## src/verilog/ioex_map.vh

```
// Constants for the pin and excitation control register bank.
// Assumes inclusion by bare name from the design files of this block only.
`ifndef IOEX_MAP_VH
`define IOEX_MAP_VH

// Register byte offsets on the Avalon-MM slave.
`define IOEX_ADDR_W          4
`define IOEX_OFF_SETUP       4'h0
`define IOEX_OFF_STATUS      4'h4

// Register widths and reset values.
`define IOEX_REG_W           24
`define IOEX_SETUP_RST       24'h00_0000
`define IOEX_BUS_W           32
`define IOEX_BE_W            4
`define IOEX_UPPER_ZERO      8'h00

// Field positions of the setup register.
`define IOEX_BIT_PIN1_VAL    20
`define IOEX_BIT_PIN4_EN     19
`define IOEX_BIT_PIN3_EN     18
`define IOEX_BIT_PIN2_EN     17
`define IOEX_BIT_PIN1_EN     16
`define IOEX_BIT_SWITCH      15
`define IOEX_BIT_ZERO        14
`define IOEX_CUR_B_HI        13
`define IOEX_CUR_B_LO        11
`define IOEX_CUR_A_HI        10
`define IOEX_CUR_A_LO        8

// Field positions of the status register.
`define IOEX_ST_PIN1_LVL     0
`define IOEX_ST_STANDBY      1
`define IOEX_ST_CUR_A_ON     2
`define IOEX_ST_CUR_B_ON     3

// Excitation current codes and magnitudes in tenths of a microamp.
`define IOEX_CODE_W          3
`define IOEX_CODE_OFF        3'h0
`define IOEX_CODE_50U        3'h1
`define IOEX_CODE_100U       3'h2
`define IOEX_CODE_250U       3'h3
`define IOEX_CODE_500U       3'h4
`define IOEX_CODE_750U       3'h5
`define IOEX_CODE_1000U      3'h6
`define IOEX_CODE_100N       3'h7
`define IOEX_TENTHS_W        14
`define IOEX_TENTHS_OFF      14'h0000
`define IOEX_TENTHS_50U      14'h01F4
`define IOEX_TENTHS_100U     14'h03E8
`define IOEX_TENTHS_250U     14'h09C4
`define IOEX_TENTHS_500U     14'h1388
`define IOEX_TENTHS_750U     14'h1D4C
`define IOEX_TENTHS_1000U    14'h2710
`define IOEX_TENTHS_100N     14'h0001

`endif

```

## src/verilog/ioex_current_dec.v

```verilog
// Holds one excitation current code and decodes it into a magnitude.
// Assumes write strobe and data come from logic on the same clock.
`timescale 1ns/1ps
`default_nettype none
`include "ioex_map.vh"

module ioex_current_dec (
    input  wire                        mclk,
    input  wire                        rst,
    input  wire                        clk_en,
    input  wire                        wr_en,
    input  wire [`IOEX_CODE_W-1:0]     wr_code,
    output reg  [`IOEX_CODE_W-1:0]     code_q,
    output reg  [`IOEX_TENTHS_W-1:0]   tenths_q,
    output reg                         on_q
);

    // Maps a code onto its current in tenths of a microamp.
    function [`IOEX_TENTHS_W-1:0] code_to_tenths;
        input [`IOEX_CODE_W-1:0] c;
        begin
            case (c)
                `IOEX_CODE_OFF:   code_to_tenths = `IOEX_TENTHS_OFF;
                `IOEX_CODE_50U:   code_to_tenths = `IOEX_TENTHS_50U;
                `IOEX_CODE_100U:  code_to_tenths = `IOEX_TENTHS_100U;
                `IOEX_CODE_250U:  code_to_tenths = `IOEX_TENTHS_250U;
                `IOEX_CODE_500U:  code_to_tenths = `IOEX_TENTHS_500U;
                `IOEX_CODE_750U:  code_to_tenths = `IOEX_TENTHS_750U;
                `IOEX_CODE_1000U: code_to_tenths = `IOEX_TENTHS_1000U;
                default:          code_to_tenths = `IOEX_TENTHS_100N;
            endcase
        end
    endfunction

    // Stores the code and its decoded magnitude together so both change at one edge.
    always @(posedge mclk) begin
        if (rst) begin
            code_q   <= `IOEX_CODE_OFF;
            tenths_q <= `IOEX_TENTHS_OFF;
            on_q     <= 1'b0;
        end else if (clk_en && wr_en) begin
            code_q   <= wr_code;
            tenths_q <= code_to_tenths(wr_code);
            on_q     <= (wr_code != `IOEX_CODE_OFF);
        end
    end

endmodule

`default_nettype wire

```

## src/verilog/ioex_pin_drive.v

```verilog
// Drives general output pin 1 and samples its real level back.
// Assumes the pin input arrives from outside the clock domain.
`timescale 1ns/1ps
`default_nettype none
`include "ioex_map.vh"

module ioex_pin_drive (
    input  wire mclk,
    input  wire rst,
    input  wire clk_en,
    input  wire value,
    input  wire enable,
    input  wire pin_i,
    output reg  pin_o_q,
    output reg  pin_oe_q,
    output reg  level_q
);

    reg meta_q;

    // Output flops; with enable low the pin is released and never driven.
    always @(posedge mclk) begin
        if (rst) begin
            pin_o_q  <= 1'b0;
            pin_oe_q <= 1'b0;
        end else if (clk_en) begin
            pin_o_q  <= value;
            pin_oe_q <= enable;
        end
    end

    // Two-stage synchroniser; only the second stage is read.
    always @(posedge mclk) begin
        if (rst) begin
            meta_q  <= 1'b0;
            level_q <= 1'b0;
        end else if (clk_en) begin
            meta_q  <= pin_i;
            level_q <= meta_q;
        end
    end

endmodule

`default_nettype wire

```

## src/verilog/ioex_top.v

```verilog
// Pin and excitation control register bank behind an Avalon-MM slave.
// Assumes one clock, a synchronous reset, and a master that holds its request
// until it samples waitrequest low. The standby input comes from logic on mclk.
//
// The Avalon-MM register port and the register addresses were decided locally.
`timescale 1ns/1ps
`default_nettype none
`include "ioex_map.vh"

module ioex_top (
    input  wire                         mclk,
    input  wire                         rst,
    input  wire                         clk_en,
    input  wire [`IOEX_ADDR_W-1:0]      avs_address,
    input  wire                         avs_read,
    input  wire                         avs_write,
    input  wire [`IOEX_BUS_W-1:0]       avs_writedata,
    input  wire [`IOEX_BE_W-1:0]        avs_byteenable,
    output reg  [`IOEX_BUS_W-1:0]       avs_readdata,
    output reg                          avs_waitrequest,
    input  wire                         standby,
    input  wire                         general_out_one_i,
    output wire                         general_out_one_o,
    output wire                         general_out_one_oe,
    output reg                          general_out_two_oe,
    output reg                          general_out_three_oe,
    output reg                          general_out_four_oe,
    output reg                          analog_in_two_en,
    output reg                          analog_in_three_en,
    output reg                          analog_in_four_en,
    output reg                          analog_in_five_en,
    output reg                          bridge_switch_close,
    output wire [`IOEX_CODE_W-1:0]      excitation_current_a_code,
    output wire [`IOEX_TENTHS_W-1:0]    excitation_current_a_tenths,
    output wire                         excitation_current_a_on,
    output wire [`IOEX_CODE_W-1:0]      excitation_current_b_code,
    output wire [`IOEX_TENTHS_W-1:0]    excitation_current_b_tenths,
    output wire                         excitation_current_b_on
);

    ////////////////////////////////////////////////////////////////////////////
    // Declarations.
    ////////////////////////////////////////////////////////////////////////////

    // Stored control bits; the current codes live in the decoder instances.
    reg                           out_pin1_value_q;
    reg                           out_pin1_enable_q;
    reg                           out_pin2_enable_q;
    reg                           out_pin3_enable_q;
    reg                           out_pin4_enable_q;
    reg                           bridge_switch_q;
    reg                           zero_bit_q;

    // Bus handshake state.
    reg                           ack_q;

    // Write path signals.
    wire                          req;
    wire                          take;
    wire                          setup_sel;
    wire                          status_sel;
    wire                          setup_wr;
    wire [`IOEX_REG_W-1:0]        lane_mask;
    wire [`IOEX_REG_W-1:0]        setup_cur;
    reg  [`IOEX_REG_W-1:0]        setup_new;
    wire                          cur_a_wr;
    wire                          cur_b_wr;

    // Read path signals.
    wire                          pin1_level;
    reg  [`IOEX_REG_W-1:0]        setup_rd;
    reg  [`IOEX_REG_W-1:0]        status_rd;
    reg  [`IOEX_BUS_W-1:0]        rd_mux;

    ////////////////////////////////////////////////////////////////////////////
    // Address decode.
    ////////////////////////////////////////////////////////////////////////////

    // Any pending request; read and write are never high together.
    assign req        = avs_read | avs_write;

    // A request is taken at the edge where waitrequest is sampled low.
    assign take       = req & ~avs_waitrequest;

    // Decodes the two mapped words; other offsets read zero and ignore writes.
    assign setup_sel  = (avs_address == `IOEX_OFF_SETUP);
    assign status_sel = (avs_address == `IOEX_OFF_STATUS);

    // The setup register changes only on the completing edge of a write.
    assign setup_wr   = take & avs_write & setup_sel;

    ////////////////////////////////////////////////////////////////////////////
    // Byte lanes.
    ////////////////////////////////////////////////////////////////////////////

    // Expands each byte enable over its eight bits of the 24-bit register.
    genvar gi;
    generate
        for (gi = 0; gi < `IOEX_REG_W; gi = gi + 1) begin : g_lane
            assign lane_mask[gi] = avs_byteenable[gi / 8];
        end
    endgenerate

    // Current contents gathered at their field positions.
    assign setup_cur = {3'h0,
                        out_pin1_value_q,
                        out_pin4_enable_q,
                        out_pin3_enable_q,
                        out_pin2_enable_q,
                        out_pin1_enable_q,
                        bridge_switch_q,
                        zero_bit_q,
                        excitation_current_b_code,
                        excitation_current_a_code,
                        8'h00};

    // Merges write data into the current contents lane by lane.
    always @* begin
        setup_new = (setup_cur & ~lane_mask)
                  | (avs_writedata[`IOEX_REG_W-1:0] & lane_mask);
    end

    // A current field is rewritten only when its byte lane is enabled.
    assign cur_a_wr = setup_wr & lane_mask[`IOEX_CUR_A_LO];
    assign cur_b_wr = setup_wr & lane_mask[`IOEX_CUR_B_LO];

    ////////////////////////////////////////////////////////////////////////////
    // Control register bits.
    ////////////////////////////////////////////////////////////////////////////

    // Pin data, pin enables, bridge switch and the must-be-zero bit.
    // Bit 14 is stored and read back as written; software keeps it at zero.
    // A data bit keeps its stored value whatever its enable does.
    always @(posedge mclk) begin
        if (rst) begin
            out_pin1_value_q  <= 1'b0;
            out_pin1_enable_q <= 1'b0;
            out_pin2_enable_q <= 1'b0;
            out_pin3_enable_q <= 1'b0;
            out_pin4_enable_q <= 1'b0;
            bridge_switch_q   <= 1'b0;
            zero_bit_q        <= 1'b0;
        end else if (clk_en && setup_wr) begin
            out_pin1_value_q  <= setup_new[`IOEX_BIT_PIN1_VAL];
            out_pin4_enable_q <= setup_new[`IOEX_BIT_PIN4_EN];
            out_pin3_enable_q <= setup_new[`IOEX_BIT_PIN3_EN];
            out_pin2_enable_q <= setup_new[`IOEX_BIT_PIN2_EN];
            out_pin1_enable_q <= setup_new[`IOEX_BIT_PIN1_EN];
            bridge_switch_q   <= setup_new[`IOEX_BIT_SWITCH];
            zero_bit_q        <= setup_new[`IOEX_BIT_ZERO];
        end
    end

    ////////////////////////////////////////////////////////////////////////////
    // Excitation current selection.
    ////////////////////////////////////////////////////////////////////////////

    // First source: all eight codes share the second source's table.
    ioex_current_dec u_cur_a (
        .mclk     (mclk),
        .rst      (rst),
        .clk_en   (clk_en),
        .wr_en    (cur_a_wr),
        .wr_code  (setup_new[`IOEX_CUR_A_HI:`IOEX_CUR_A_LO]),
        .code_q   (excitation_current_a_code),
        .tenths_q (excitation_current_a_tenths),
        .on_q     (excitation_current_a_on)
    );

    // Second source with the full eight-code table.
    ioex_current_dec u_cur_b (
        .mclk     (mclk),
        .rst      (rst),
        .clk_en   (clk_en),
        .wr_en    (cur_b_wr),
        .wr_code  (setup_new[`IOEX_CUR_B_HI:`IOEX_CUR_B_LO]),
        .code_q   (excitation_current_b_code),
        .tenths_q (excitation_current_b_tenths),
        .on_q     (excitation_current_b_on)
    );

    ////////////////////////////////////////////////////////////////////////////
    // General output pin 1.
    ////////////////////////////////////////////////////////////////////////////

    // Drives the pin from its data bit and samples the real level back.
    // With the enable low the output enable drops, so the data bit has no effect.
    ioex_pin_drive u_pin1 (
        .mclk     (mclk),
        .rst      (rst),
        .clk_en   (clk_en),
        .value    (out_pin1_value_q),
        .enable   (out_pin1_enable_q),
        .pin_i    (general_out_one_i),
        .pin_o_q  (general_out_one_o),
        .pin_oe_q (general_out_one_oe),
        .level_q  (pin1_level)
    );

    ////////////////////////////////////////////////////////////////////////////
    // Pin role outputs.
    ////////////////////////////////////////////////////////////////////////////

    // Each enable turns a pin into an output; cleared, the analog input returns.
    // The bridge switch follows its bit alone, so standby leaves it as set.
    always @(posedge mclk) begin
        if (rst) begin
            general_out_two_oe   <= 1'b0;
            general_out_three_oe <= 1'b0;
            general_out_four_oe  <= 1'b0;
            analog_in_two_en     <= 1'b1;
            analog_in_three_en   <= 1'b1;
            analog_in_four_en    <= 1'b1;
            analog_in_five_en    <= 1'b1;
            bridge_switch_close  <= 1'b0;
        end else if (clk_en) begin
            general_out_two_oe   <= out_pin2_enable_q;
            general_out_three_oe <= out_pin3_enable_q;
            general_out_four_oe  <= out_pin4_enable_q;
            analog_in_two_en     <= ~out_pin1_enable_q;
            analog_in_three_en   <= ~out_pin2_enable_q;
            analog_in_four_en    <= ~out_pin3_enable_q;
            analog_in_five_en    <= ~out_pin4_enable_q;
            bridge_switch_close  <= bridge_switch_q;
        end
    end

    ////////////////////////////////////////////////////////////////////////////
    // Read path.
    ////////////////////////////////////////////////////////////////////////////

    // Setup readback; the pin-1 data bit shows the sampled pin when enabled.
    always @* begin
        setup_rd = setup_cur;
        if (out_pin1_enable_q) begin
            setup_rd[`IOEX_BIT_PIN1_VAL] = pin1_level;
        end
    end

    // Status word: live pin level, standby and which sources are on.
    always @* begin
        status_rd = `IOEX_SETUP_RST;
        status_rd[`IOEX_ST_PIN1_LVL] = pin1_level;
        status_rd[`IOEX_ST_STANDBY]  = standby;
        status_rd[`IOEX_ST_CUR_A_ON] = excitation_current_a_on;
        status_rd[`IOEX_ST_CUR_B_ON] = excitation_current_b_on;
    end

    // Selects the addressed word; unmapped offsets return zero.
    always @* begin
        if (setup_sel) begin
            rd_mux = {`IOEX_UPPER_ZERO, setup_rd};
        end else if (status_sel) begin
            rd_mux = {`IOEX_UPPER_ZERO, status_rd};
        end else begin
            rd_mux = {`IOEX_UPPER_ZERO, `IOEX_SETUP_RST};
        end
    end

    ////////////////////////////////////////////////////////////////////////////
    // Avalon-MM handshake.
    ////////////////////////////////////////////////////////////////////////////

    // Waitrequest idles high. A new request drops it for one cycle, and the
    // read data is captured in that same step, so it stands at the completing
    // edge. After completion one idle high cycle separates requests, which
    // keeps a held request from being answered twice.
    always @(posedge mclk) begin
        if (rst) begin
            avs_waitrequest <= 1'b1;
            ack_q           <= 1'b0;
            avs_readdata    <= {`IOEX_UPPER_ZERO, `IOEX_SETUP_RST};
        end else if (clk_en) begin
            if (take) begin
                avs_waitrequest <= 1'b1;
                ack_q           <= 1'b1;
            end else if (req && !ack_q) begin
                avs_waitrequest <= 1'b0;
                if (avs_read) begin
                    avs_readdata <= rd_mux;
                end
            end else begin
                avs_waitrequest <= 1'b1;
                ack_q           <= 1'b0;
            end
        end
    end

endmodule

`default_nettype wire

```

## config.mk

```make
export PLATFORM = sky130hd
export DESIGN_NAME = ioex_top
export DESIGN_NICKNAME = d
export VERILOG_FILES = /design/src/verilog/ioex_current_dec.v /design/src/verilog/ioex_pin_drive.v /design/src/verilog/ioex_top.v
export VERILOG_INCLUDE_DIRS = /design/src /design/src/verilog
export SDC_FILE = /design/constraint.sdc
export NUM_CORES = 1
export LEC_CHECK = 0
export ABC_AREA = 1
export BUFFER_PORTS_ARGS = -buffer_cell sky130_fd_sc_hd__buf_2
export CORE_MARGIN = 2
export CORE_UTILIZATION = 48
export DETAILED_ROUTE_END_ITERATION = 8
export PLACE_DENSITY = 0.79
export RECOVER_POWER = 25
export SLEW_MARGIN = 20
export SYNTH_ARGS = -nofsm -noshare
export SYNTH_HDL_FRONTEND = slang
export SYNTH_SLANG_ARGS = --single-unit
```

## constraint.sdc

```tcl
create_clock -name mclk -period 1.6 [get_ports mclk]
set_input_delay 0.32 -clock mclk [delete_from_list [all_inputs] [get_ports mclk]]
set_output_delay 0.32 -clock mclk [all_outputs]
set_load 0.02 [all_outputs]
```

==> metrics.yaml <==
synthesis:
  synth_compound_area_share_pct: 15.76
  synth-edff-count: 0
  ys_seq_elements: 72
  synthXorXnorAreaFrac_pct: 0
  synthAdderAreaFrac_pct: 0
  synth_ff_type: "dfxtp_1"
  ys_seq_area_share_pct: 45.84
  synth_top_family_by_area: "simple AND/OR/NAND/NOR gates"
  netlist_instances: 419
  yosysWarnings: 0
  synth_top_area_share_pct: 45.84
  synth.cell_area_um2: 3144
  synthTopCellsByArea: "dfxtp_1 46%, nand2_1 10%, a21oi_1 7.6%"
  synth_top_area_cell: "dfxtp_1"
  async_flop_share_pct: 0
  synth_area_per_cell_um2: 7.504
  yosys.area_share.simple_pct: 26.18
  synthDistinctLibCells: 30
  muxShareOfSynthArea_pct: 0
die:
  core-area_um2: 6350
  num_rows: 29
  die_area_um2: 7214
  start_util_pct: 49.52
  die_w_um: 84.94
  die_y_um: 84.94
  pin_count: 126
global_route:
  grt_pass1_wl_mm: 12.19
  grt.total_usage_pct: 21.00
  grt_max_degree: 29
  antenna_found_initial: 0
  grt_overflow: 0
  grt_pass1_vias: 2658
sta:
  slew_violations: 0
  hold_viol_final: 0
  setup_slack_ps: 177.7
  finalCritPeriodShare_pct: 88.90
  setup_viol: 0
  fin_skew_ps: 5.473
  tns_ps: 0
  whs_ps: 188.8
  fmax_mhz: 703.1
  fin_crit_ps: 1422
  rsz0062_at_grt: "false"
placed_design:
  gp_congestion: 0.8530
  pre_cts_ws_ps: 58.24
  placed_area_um2: 3622
  place_inst: 575
  hpwl_mm: 5.412
  io_buffers: 87
clocking:
  cts_made_buffers: 9
  cts_hold_buf: 0
  path_clk_slew_ps: 80
  root_buffer: "clkbuf_8"
  cts_resized: 0
  cts_setup_buffers: 0
  h-tree-depth: 3
  cts_sinks: 72
  cts_tree: "done"
  clockBufferDepth: 2
  clock_latency_ps: 350
routing:
  drt-vias-per-instance: 5.051
  drt-total-wl_mm: 7.312
  vias: 2985
  postRouteAntennaNets: 0
  first_pass_iters: 5
  drcViolationCount: 0
  drt_iter0_drc: 189
  wire_per_inst_um: 12.37
layout:
  instances_no_fill: 591
  fin_area_um2: 3791
  finish.utilization_pct: 59.70
  antenna_cells: 0
  nets: 556
  layout-drive-gt1-share_pct: 23.35
  syn_to_final_growth_pct: 20.57
  fillers: 603
setup_path:
  critPathRequiredTime_ps: 1890
  path_class: "reg2reg"
  cp_max_fo: 20
  arrival_ps: 1710
  end_kind: "register"
  crit_path_start_kind: "register"
flow_run:
  maxCapViolCount: 0
hold_path:
  hold_path.class: "in2reg"
outcome:
  status: "completed"
power:
  power.total_mw: 3.599
  cellLeakagePower_nw: 1.680
  ir_drop_uv: 799.1
  pwr_density_cell_nw_per_um2: 949.2
[power breakdown]
group	internal, mW	leakage [nW]	switching [mW]
Clock	0.718	0.0952	0.697
Sequential	1.82	0.583	0.0152
Combinational	0.104	1.00	0.245
Total	2.64	1.68	0.957
[path summary, 6_finish.rpt]
check        cells after the start               from  slack [ps]                   to
max                              8    avs_waitrequest         180  u_cur_a.tenths_q[7]
max reg2reg                      8    avs_waitrequest         180  u_cur_a.tenths_q[7]
min                              3  general_out_one_i         190        u_pin1.meta_q
min reg2reg                      2  analog_in_four_en         450    analog_in_four_en
[state kept, by name (all words and copies together), names as in the netlist, 3 cells and up, named ones only]
| name | count |
|---|---|
| u_cur_a.code_q | 3 |
| u_cur_a.tenths_q | 13 |
| u_cur_b.tenths_q | 13 |
| avs_readdata | 17 |
| u_cur_b.code_q | 3 |
[cell type report]
type	instances	area, um^2	share of cell area (%)
sequential	72	1441	38.02
multi-input combinational	293	1380	36.40
timing repair buffer	101	553.0	14.59
clock buffer	9	123.9	3.267
inverter	32	123.9	3.267
tap	77	96.34	2.541
clock inverter	7	72.57	1.914
[worst max-delay path, stage by stage, from the launching register on]
cell     delay, ps
dfxtp_1        340
inv_1          150
nand3_4        110
nor2_4         160
nand2_2         90
buf_12         160
nor2_2         160
nand2_1         70
a21oi_1        110
[kinds of logic (layout without fill, tap and decap cells)]
| kind of cell | Yosys count | after routing |
|---|---|---|
| AO/OA/AOI/OAI | 92 | 92 |
| buffers and inverters | 70 | 149 |
| flip-flops | 72 | 72 |
| AND/OR/NAND/NOR | 184 | 184 |
| other | 1 | 17 |
[synthesized netlist by cell type (3+ instances only)]
cell type  number
nand2_1        87
dfxtp_1        72
nor2_1         52
a21oi_1        48
o21ai_0        32
inv_1          29
nand3_1        25
buf_4          19
clkbuf_1        8
buf_6           5
nand2_2         5
o21a_1          5
buf_2           4
o21ai_2         4
nor3_1          3
nor3_2          3
[placed cells by master, fill, tap and decap left out]
cell type   instances
nand3_2             1
nand3b_1            1
nor3_1              3
nor2_4              1
nand2_2             5
clkbuf_1           20
inv_1              30
nand4_2             2
nor2_2              1
o21ai_2             4
o21ai_0            32
nand2_1            87
conb_1             17
buf_2              67
a21oi_2             2
dfxtp_1            72
nand3_1            25
nor3_2              3
clkinvlp_4          2
nand3_4             1
buf_4              11
clkinv_2            3
clkbuf_8            9
o21ai_1             1
nor2_1             53
inv_4               1
buf_12              3
o21a_1              5
bufinv_16           1
clkinv_4            2
a21oi_1            48
nor3_4              1
[routing by layer]
layer  vias up  global-route usage [%]  share of wire, %
li1       1500                       -                 -
met1      1366                   27.23                44
met2       103                   33.43                47
met3        16                   6.128               7.2
met4         0                   7.648               1.7
met5         -                       0                 0
(Power assumes the default switching activity.)
